--- src/psrc_regs.svh ---
// Register map, field positions and reset values of the peripheral soft reset controller
// Behaviour
// - Writes to first control ignore bits whose first capability bit shows absence.
// - Writes to second control ignore bits whose second capability bit shows absence.
// - Both control registers reset to all zeros; no peripheral held after power-up.
// - First register bit 16 is read/write and resets the converter unit.
// - First register bit 6 is read/write and resets the hibernation unit.
// - First register bit 3 is read/write and resets the watchdog unit.
// - Second register bits 18, 17, 16 reset timers two, one, zero.
// - Second register bit 1 is read/write and resets the second serial unit.
// - Second register bit 0 is read/write and resets the first serial unit.
// - Reserved bits read zero and ignore writes; software preserves them.
`ifndef PSRC_REGS_SVH
`define PSRC_REGS_SVH

// ****************************************
// Offsets
// ****************************************
`define PSRC_OFS_CTRL_FIRST 12'h040
`define PSRC_OFS_CTRL_SECOND 12'h044
`define PSRC_ADDR_W 12

// ****************************************
// Reset values and defined-bit masks
// ****************************************
`define PSRC_RST_CTRL 32'h00000000
`define PSRC_DEF_FIRST 32'h00010048
`define PSRC_DEF_SECOND 32'h01071013

// ****************************************
// Field positions
// ****************************************
`define PSRC_B1_CONVERTER 16
`define PSRC_B1_HIBERNATION 6
`define PSRC_B1_WATCHDOG 3
`define PSRC_B2_COMPARATOR 24
`define PSRC_B2_COUNTER_TWO 18
`define PSRC_B2_COUNTER_ONE 17
`define PSRC_B2_COUNTER_ZERO 16
`define PSRC_B2_TWO_WIRE 12
`define PSRC_B2_SYNC_SERIAL 4
`define PSRC_B2_ASYNC_SECOND 1
`define PSRC_B2_ASYNC_FIRST 0

`define PSRC_RESP_OKAY 2'h0
`define PSRC_RESP_SLVERR 2'h2

`endif

--- src/psrc_pkg.sv ---
// Types shared by the peripheral soft reset controller
`default_nettype none
package psrc_pkg;
  typedef struct packed {
    logic converter;
    logic hibernation;
    logic watchdog;
    logic comparator;
    logic counter_two;
    logic counter_one;
    logic counter_zero;
    logic two_wire;
    logic sync_serial;
    logic async_second;
    logic async_first;
  } psrc_resets_t;
endpackage : psrc_pkg
`default_nettype wire

--- src/psrc_ctrl.sv ---
// Peripheral soft reset controller with AXI4-Lite register slave
`timescale 1ns/1ps
`default_nettype none
`include "psrc_regs.svh"

module psrc_ctrl (
  input wire logic aclk,
  input wire logic aresetn,
  input wire logic [`PSRC_ADDR_W-1:0] s_axi_awaddr,
  input wire logic [2:0] s_axi_awprot,
  input wire logic s_axi_awvalid,
  output logic s_axi_awready,
  input wire logic [31:0] s_axi_wdata,
  input wire logic [3:0] s_axi_wstrb,
  input wire logic s_axi_wvalid,
  output logic s_axi_wready,
  output logic [1:0] s_axi_bresp,
  output logic s_axi_bvalid,
  input wire logic s_axi_bready,
  input wire logic [`PSRC_ADDR_W-1:0] s_axi_araddr,
  input wire logic [2:0] s_axi_arprot,
  input wire logic s_axi_arvalid,
  output logic s_axi_arready,
  output logic [31:0] s_axi_rdata,
  output logic [1:0] s_axi_rresp,
  output logic s_axi_rvalid,
  input wire logic s_axi_rready,
  input wire logic [31:0] capability_mask_first,
  input wire logic [31:0] capability_mask_second,
  output psrc_pkg::psrc_resets_t periph_reset
);

  // ****************************************
  // Write channel capture
  // ****************************************
  logic aw_held_r;
  logic w_held_r;
  logic [`PSRC_ADDR_W-1:0] awaddr_r;
  logic [31:0] wdata_r;
  logic [3:0] wstrb_r;
  logic do_write;
  logic aw_take;
  logic w_take;
  logic ar_take;
  logic [31:0] ctrl_first_r;
  logic [31:0] ctrl_second_r;
  logic [31:0] ctrl_first_nxt;
  logic [31:0] ctrl_second_nxt;
  logic [31:0] wr_en_first;
  logic [31:0] wr_en_second;
  logic wr_hit_first;
  logic wr_hit_second;
  logic wr_hit_any;
  logic rd_hit_first;
  logic rd_hit_second;
  logic [31:0] rd_word;
  logic [1:0] rd_resp;

  // ****************************************
  // Register map constants
  // ****************************************
  localparam logic [`PSRC_ADDR_W-1:0] OFS_FIRST = `PSRC_OFS_CTRL_FIRST;
  localparam logic [`PSRC_ADDR_W-1:0] OFS_SECOND = `PSRC_OFS_CTRL_SECOND;
  localparam logic [31:0] DEF_FIRST = `PSRC_DEF_FIRST;
  localparam logic [31:0] DEF_SECOND = `PSRC_DEF_SECOND;

  // ****************************************
  // Write handshakes
  // ****************************************
  // A new write is refused while the last response still waits
  assign s_axi_awready = !aw_held_r && !s_axi_bvalid;
  assign s_axi_wready = !w_held_r && !s_axi_bvalid;
  assign aw_take = s_axi_awvalid && s_axi_awready;
  assign w_take = s_axi_wvalid && s_axi_wready;
  // Address and data may arrive in either order; the write waits for both
  assign do_write = aw_held_r && w_held_r && !s_axi_bvalid;

  // ****************************************
  // Write address holding
  // ****************************************
  always_ff @(posedge aclk) begin
    if (!aresetn) begin
      aw_held_r <= 1'b0;
      awaddr_r <= '0;
    end else if (aw_take) begin
      aw_held_r <= 1'b1;
      awaddr_r <= s_axi_awaddr;
    end else if (do_write) begin
      aw_held_r <= 1'b0;
    end
  end

  // ****************************************
  // Write data holding
  // ****************************************
  always_ff @(posedge aclk) begin
    if (!aresetn) begin
      w_held_r <= 1'b0;
      wdata_r <= '0;
      wstrb_r <= '0;
    end else if (w_take) begin
      w_held_r <= 1'b1;
      wdata_r <= s_axi_wdata;
      wstrb_r <= s_axi_wstrb;
    end else if (do_write) begin
      w_held_r <= 1'b0;
    end
  end

  // ****************************************
  // Control registers
  // ****************************************
  // Word address compare; the two low address bits are ignored
  assign wr_hit_first = awaddr_r[`PSRC_ADDR_W-1:2] == OFS_FIRST[`PSRC_ADDR_W-1:2];
  assign wr_hit_second = awaddr_r[`PSRC_ADDR_W-1:2] == OFS_SECOND[`PSRC_ADDR_W-1:2];
  assign wr_hit_any = wr_hit_first || wr_hit_second;

  // ****************************************
  // Per-bit write enables
  // ****************************************
  // A bit takes new data only when addressed, strobed, present and defined;
  // reserved bits are never enabled, so they stay at their reset value of zero
  for (genvar b = 0; b < 32; b++) begin : g_bit
    assign wr_en_first[b] = wr_hit_first && wstrb_r[b / 8] &&
      capability_mask_first[b] && DEF_FIRST[b];
    assign wr_en_second[b] = wr_hit_second && wstrb_r[b / 8] &&
      capability_mask_second[b] && DEF_SECOND[b];
    assign ctrl_first_nxt[b] = wr_en_first[b] ? wdata_r[b] : ctrl_first_r[b];
    assign ctrl_second_nxt[b] = wr_en_second[b] ? wdata_r[b] : ctrl_second_r[b];
  end

  // ****************************************
  // First control register
  // ****************************************
  always_ff @(posedge aclk) begin
    if (!aresetn) begin
      ctrl_first_r <= `PSRC_RST_CTRL;
    end else if (do_write) begin
      ctrl_first_r <= ctrl_first_nxt;
    end
  end

  // ****************************************
  // Second control register
  // ****************************************
  always_ff @(posedge aclk) begin
    if (!aresetn) begin
      ctrl_second_r <= `PSRC_RST_CTRL;
    end else if (do_write) begin
      ctrl_second_r <= ctrl_second_nxt;
    end
  end

  // ****************************************
  // Write response valid
  // ****************************************
  // Raised on the edge that updates the register, held until bready
  always_ff @(posedge aclk) begin
    if (!aresetn) begin
      s_axi_bvalid <= 1'b0;
    end else if (do_write) begin
      s_axi_bvalid <= 1'b1;
    end else if (s_axi_bready) begin
      s_axi_bvalid <= 1'b0;
    end
  end

  // ****************************************
  // Write response code
  // ****************************************
  // An unmapped address changes nothing and is refused with an error code
  always_ff @(posedge aclk) begin
    if (!aresetn) begin
      s_axi_bresp <= `PSRC_RESP_OKAY;
    end else if (do_write) begin
      s_axi_bresp <= wr_hit_any ? `PSRC_RESP_OKAY : `PSRC_RESP_SLVERR;
    end
  end

  // ****************************************
  // Read address decode
  // ****************************************
  assign s_axi_arready = !s_axi_rvalid;
  assign ar_take = s_axi_arvalid && s_axi_arready;
  assign rd_hit_first = s_axi_araddr[`PSRC_ADDR_W-1:2] == OFS_FIRST[`PSRC_ADDR_W-1:2];
  assign rd_hit_second = s_axi_araddr[`PSRC_ADDR_W-1:2] == OFS_SECOND[`PSRC_ADDR_W-1:2];

  // ****************************************
  // Read data select
  // ****************************************
  // Reserved bits are never stored, so they read zero
  always_comb begin
    rd_word = 32'h00000000;
    rd_resp = `PSRC_RESP_OKAY;
    if (rd_hit_first) begin
      rd_word = ctrl_first_r;
    end else if (rd_hit_second) begin
      rd_word = ctrl_second_r;
    end else begin
      rd_resp = `PSRC_RESP_SLVERR;
    end
  end

  // ****************************************
  // Read response valid
  // ****************************************
  always_ff @(posedge aclk) begin
    if (!aresetn) begin
      s_axi_rvalid <= 1'b0;
    end else if (ar_take) begin
      s_axi_rvalid <= 1'b1;
    end else if (s_axi_rready) begin
      s_axi_rvalid <= 1'b0;
    end
  end

  // ****************************************
  // Read data and code
  // ****************************************
  // Captured once per read and held while rvalid stands
  always_ff @(posedge aclk) begin
    if (!aresetn) begin
      s_axi_rdata <= '0;
      s_axi_rresp <= `PSRC_RESP_OKAY;
    end else if (ar_take) begin
      s_axi_rdata <= rd_word;
      s_axi_rresp <= rd_resp;
    end
  end

  // ****************************************
  // Peripheral reset outputs
  // ****************************************
  // Each line follows its stored bit: high holds the unit in reset
  always_comb begin
    periph_reset.converter = ctrl_first_r[`PSRC_B1_CONVERTER];
    periph_reset.hibernation = ctrl_first_r[`PSRC_B1_HIBERNATION];
    periph_reset.watchdog = ctrl_first_r[`PSRC_B1_WATCHDOG];
    periph_reset.comparator = ctrl_second_r[`PSRC_B2_COMPARATOR];
    periph_reset.counter_two = ctrl_second_r[`PSRC_B2_COUNTER_TWO];
    periph_reset.counter_one = ctrl_second_r[`PSRC_B2_COUNTER_ONE];
    periph_reset.counter_zero = ctrl_second_r[`PSRC_B2_COUNTER_ZERO];
    periph_reset.two_wire = ctrl_second_r[`PSRC_B2_TWO_WIRE];
    periph_reset.sync_serial = ctrl_second_r[`PSRC_B2_SYNC_SERIAL];
    periph_reset.async_second = ctrl_second_r[`PSRC_B2_ASYNC_SECOND];
    periph_reset.async_first = ctrl_second_r[`PSRC_B2_ASYNC_FIRST];
  end

endmodule : psrc_ctrl
`default_nettype wire

--- config.mk ---
export PLATFORM = sky130hd
export DESIGN_NAME = psrc_ctrl
export DESIGN_NICKNAME = d
export VERILOG_FILES = /design/src/psrc_pkg.sv /design/src/psrc_ctrl.sv
export VERILOG_INCLUDE_DIRS = /design/src
export SDC_FILE = /design/constraint.sdc
export NUM_CORES = 1
export LEC_CHECK = 0
export BUFFER_PORTS_ARGS = -buffer_cell sky130_fd_sc_hd__buf_2
export CAP_MARGIN = 30
export CORE_UTILIZATION = 40
export DETAILED_ROUTE_END_ITERATION = 6
export PLACE_DENSITY = 0.9
export SYNTH_ARGS = -nofsm -noshare
export SYNTH_HDL_FRONTEND = slang
export SYNTH_SLANG_ARGS = --single-unit
--- constraint.sdc ---
create_clock -name aclk -period 2.16 [get_ports aclk]
set_input_delay 0.432 -clock aclk [delete_from_list [all_inputs] [get_ports aclk]]
set_output_delay 0.432 -clock aclk [all_outputs]
set_load 0.02 [all_outputs]
== Word level (Yosys, flattened, before mapping) ==
Index checks and enable logic that the tools add are counted.
W data, S select, Z words.
Operators by class
  equality and inequality tests: 4
  muxes and demuxes: 12
  reductions and logical operators: 44
Operator list (number)
  $eq A10 B5 Y1 const B: 4
  $mux W32: 1
  $mux W25: 1
  $logic_and A1 B1 Y1: 24
  $reduce_and A2 Y1: 11
  $reduce_bool A2 Y1: 4
  $mux W1: 7
  $mux W2: 3
  $logic_not A1 Y1: 4
  $logic_or A1 B1 Y1: 1
Word-level totals
  bits in registers: 92
  input bits: 137
  output and inout bits: 52

== Logic depth before layout (Yosys ltp) ==
  depth after elaboration: 4
  mapped depth: 5

== Worst setup path before layout ==
Ideal clock, no wire load.
  path kind: reg-to-reg
  start: register awaddr_r[9]
  end: register s_axi_bresp[1]
  library setup time: 0.116 ns
  arrival: 1.436 ns
  data required time: 2.044 ns
  setup slack: 0.608 ns
  cell stages (with the launch flop): 4
  path buffers: 0
  period minus slack after synthesis: 1.552 ns
  path through: dfxtp_1 -> or4_4 -> or4_1 -> and3_1
On the way
  longest elaborated chain between the ends: 3
  elaborated cells between the ends (all ways): 4
  those cells by class: eq/ne (2); mux (1); reduce/logical (1)
Ends and longest elaborated chain
  start, declared: line psrc_ctrl.sv:38  | logic [`PSRC_ADDR_W-1:0] awaddr_r;
  start signal, assigned: line psrc_ctrl.sv:87  | awaddr_r <= s_axi_awaddr;
  $eq A10 B5 Y1 (on tied branches): line psrc_ctrl.sv:114, psrc_ctrl.sv:115
  $logic_or A1 B1 Y1 *: line psrc_ctrl.sv:116  | assign wr_hit_any = wr_hit_first || wr_hit_second;
  $mux W2 (no source line) *
  end signal, assigned: line psrc_ctrl.sv:174  | s_axi_bresp <= `PSRC_RESP_OKAY;
  end signal, assigned: line psrc_ctrl.sv:176  | s_axi_bresp <= wr_hit_any ? `PSRC_RESP_OKAY : `PSRC_RESP_SLVERR;
  end, declared: line psrc_ctrl.sv:17  | output logic [1:0] s_axi_bresp,
Mark *: on every way between the ends. The rest lies on a longest branch, timed or not.
A chain may end at the register's enable or synchronous reset.

== Worst setup path in the final report ==
  start: register awaddr_r[5]
  end: register ctrl_second_r[24]
On the way
  longest elaborated chain between the ends: 4
Ends and longest elaborated chain
  $eq A10 B5 Y1: line psrc_ctrl.sv:115  | assign wr_hit_second = awaddr_r[`PSRC_ADDR_W-1:2] == OFS_SECOND[`PSRC_ADDR_W-1:2];
  $logic_and A1 B1 Y1
  $logic_and A1 B1 Y1: line psrc_ctrl.sv:126  | assign wr_en_second[b] = wr_hit_second && wstrb_r[b / 8] &&
  $reduce_and A2 Y1 (no source line)
  end signal, assigned: line psrc_ctrl.sv:148  | ctrl_second_r <= `PSRC_RST_CTRL;
  end signal, assigned: line psrc_ctrl.sv:150  | ctrl_second_r <= ctrl_second_nxt;
  end, declared: line psrc_ctrl.sv:46  | logic [31:0] ctrl_second_r;
Every way passes these cells.

==> results.json <==
{
  "remaining_drc_errors": 0,
  "p_per_area_mw_per_mm2": 643,
  "cp.arrival_ns": 2.16,
  "final_area_sq_mm": 0.00289,
  "clock-sinks": 51,
  "synth_cell_types": 34,
  "dp_cells": 411,
  "path_cells": "or4b_1, buf_4, nor4_2, mux2i_1",
  "hold_viol_final": 0,
  "fp.dieW_microns": 80.1,
  "synth_area_sq_mm": 0.00244,
  "hold_buffers": 0,
  "cp_max_fo": 8,
  "htree_levels": 2,
  "dpl_cell_area_sq_mm": 0.00280,
  "use_met3_pct": 5.00,
  "diodes": 0,
  "yosysTopAreaCell": "dfxtp_1",
  "first_pass_iters": 4,
  "worst_pin_slew_ns": 0.528,
  "gp_congestion": 0.753,
  "setup_viol": 0,
  "grt_pass1_wl_mm": 8.42,
  "met1_usage_pct": 22.1,
  "synth_simple_gate_area_share_pct": 29.6,
  "cts_tree": "built",
  "slew_violations": 0,
  "clk_pin_slew_ns": 0.10,
  "ys_seq_area_share_pct": 41.9,
  "rsz0062_at_grt": "false",
  "timing.slew.headroom_pct": 64.8,
  "clk_path_buf_depth": 2,
  "status": "finished clean",
  "synth_compound_area_share_pct": 8.00,
  "synth_area_leaders": "dfxtp_1 (42%), mux2i_1 (9.0%), nand2_1 (8.8%), buf_4 (7.4%), a21boi_0 (4.6%)",
  "slowest_stage": "or4b_1",
  "synthAdderAreaFrac_pct": 0,
  "syn_avg_cell_area_sq_um": 9.03,
  "grt_pass1_vias": 1780,
  "min_period_ns": 1.91,
  "p_leak_nw": 1.21,
  "drtIter0Drc": 72,
  "stdcell_count": 419,
  "routed_wl_mm": 5.17,
  "critPathCaptureType": "flip-flop",
  "grt_overflow_total": 0,
  "hold_path.class": "in -> reg",
  "postCtsSetupBuffers": 0,
  "rows": 28,
  "antenna_found_initial": 0,
  "io_buffers": 79,
  "cts_buffers": 5,
  "worstSetupStartpointType": "flip-flop",
  "synth-xor-area-share_pct": 0,
  "dp_hpwl_mm": 3.99,
  "insertion_delay_ns": 0.31,
  "met2_usage_pct": 26.3,
  "yosysWarnings": 0,
  "syn_inst": 270,
  "slowest_delay_ns": 0.73,
  "skew_ns": 0.0104,
  "drive_gt1_share_pct": 30.8,
  "cts_resized": 0,
  "die_area_sq_mm": 0.00641,
  "start_util_pct": 41.4,
  "antenna_left": 0,
  "gr-usage-all-layers_pct": 16.9,
  "finalPower_w": 0.00186,
  "post-route-period-util_pct": 88.2,
  "core_sq_mm": 0.00589,
  "final_nets": 480,
  "vias": 1975,
  "final.setup.tns_ns": 0,
  "cpLargestDelayFamily": "simple AND/OR/NAND/NOR gates",
  "die_h_microns": 80.1,
  "viasPerCell": 4.71,
  "yosysTopAreaCellShare_pct": 41.9,
  "cp_num_buf_inv": 1,
  "synth.area.mux_share_pct": 9.03,
  "criticalPathCategory": "reg -> reg",
  "fmax_ghz": 0.525,
  "grt_max_degree": 33,
  "wl_per_cell_microns": 12.3,
  "area_growth_pct": 18.7,
  "synth-seq-cells": 51,
  "synth_top_family_by_area": "simple AND/OR/NAND/NOR gates",
  "clock-root-buffer": "clkbuf_8",
  "max_cap_viol_count": 0,
  "io-pin-count": 189,
  "vdd_ir_drop_max_v": 0.000253,
  "required_ns": 2.41,
  "top_usage_layer": "met2"
}
registers in the layout, indices dropped and copies added (netlist names):
name	count
awaddr_r	10
w_held_r	1
ctrl_second_r	8
s_axi_rdata	10
ctrl_first_r	3
wdata_r	10
aw_held_r	1
s_axi_bresp	1
s_axi_bvalid	1
wstrb_r	4
s_axi_rvalid	1
s_axi_rresp	1
worst paths after layout:
| check | start | end | slack (ns) | cells past startpoint |
|---|---|---|---|---|
| min reg2reg | s_axi_rdata[0]$_SDFFE_PN0P_ | s_axi_rdata[0]$_SDFFE_PN0P_ | 0.47 | 2 |
| max | awaddr_r[5]$_SDFFE_PN0P_ | ctrl_second_r[24]$_SDFFE_PN0P_ | 0.25 | 4 |
| max reg2reg | awaddr_r[5]$_SDFFE_PN0P_ | ctrl_second_r[24]$_SDFFE_PN0P_ | 0.25 | 4 |
| min | s_axi_wdata[3] | wdata_r[3]$_SDFFE_PN0P_ | 0.36 | 3 |
power breakdown:
group / switching [W] / leakage, nW / internal [W] / total (W)
combinational: 0.000168 / 0.741 / 0.000111 / 0.000279
sequential: 0.0000341 / 0.416 / 0.000979 / 0.00101
clock: 0.000330 / 0.0491 / 0.000238 / 0.000569
total: 0.000532 / 1.21 / 0.00133 / 0.00186
area by class of cell:
class,count,area (sq um)
sequential,51,1020
inverter,3,11.3
fill,578,2990
multi-input combinational,197,1230
timing repair buffer,85,440
clock buffer,5,68.8
tap,75,93.8
clock inverter,3,26.3
placed cells by master (no fill, tap or decap), types with 2 or more instances in the layout:
master    count
a21boi_0     15
and3_1        2
buf_2        79
buf_4         6
clkbuf_8      5
conb_1       24
dfxtp_1      51
inv_1         3
inv_6         2
mux2i_1      22
nand2_1      57
nand2b_1      5
nand3_1      11
nand4b_1      8
nor2_1        2
nor2b_1      10
nor3b_1       2
nor4_1        2
nor4_2        9
o21ai_0      12
or4bb_1       3
metrics by stage:
stage               worst slack [ns]  util, %  hold slack (ns)
finish                         0.255     49.2            0.359
global route                   0.180     49.2            0.346
CTS                            0.249     49.2            0.353
detailed placement             0.266     47.6            0.457
global placement               0.347     47.6            0.453
floorplan                      0.608        -            0.438
worst min-delay path, stage by stage:
cell and delay [ns]:
buf_2 0.10, nand2_1 0.04, a21boi_0 0.06
cell usage after synthesis (all sizes together):
cell type,instances
o21a,1
nor3b,3
and3,2
nor2,2
inv,3
conb,1
nor2b,10
clkbuf,13
or4,2
nand3b,1
a21boi,15
nand4,1
nor4b,1
a21oi,1
or4b,1
o21ai,12
or3b,1
buf,29
o211a,1
nand2,57
or4bb,3
dfxtp,51
nand3,11
nand2b,5
nor4,12
nand4b,8
and2,1
mux2i,22
routing by layer:
metal	up-vias	wire length, microns
met5	-	0
met3	8	336
met4	0	94
li1	1019	-
met2	69	2290
met1	879	2450
cells by family (layout without fill, tap and decap cells):
logic type | after synthesis | count (layout)
simple gates | 121 | 121
buf+inv | 45 | 96
other cells | 1 | 24
mux | 22 | 22
flops | 51 | 51
compound gates | 30 | 30
No activity file was read; power rests on OpenSTA's default activity.
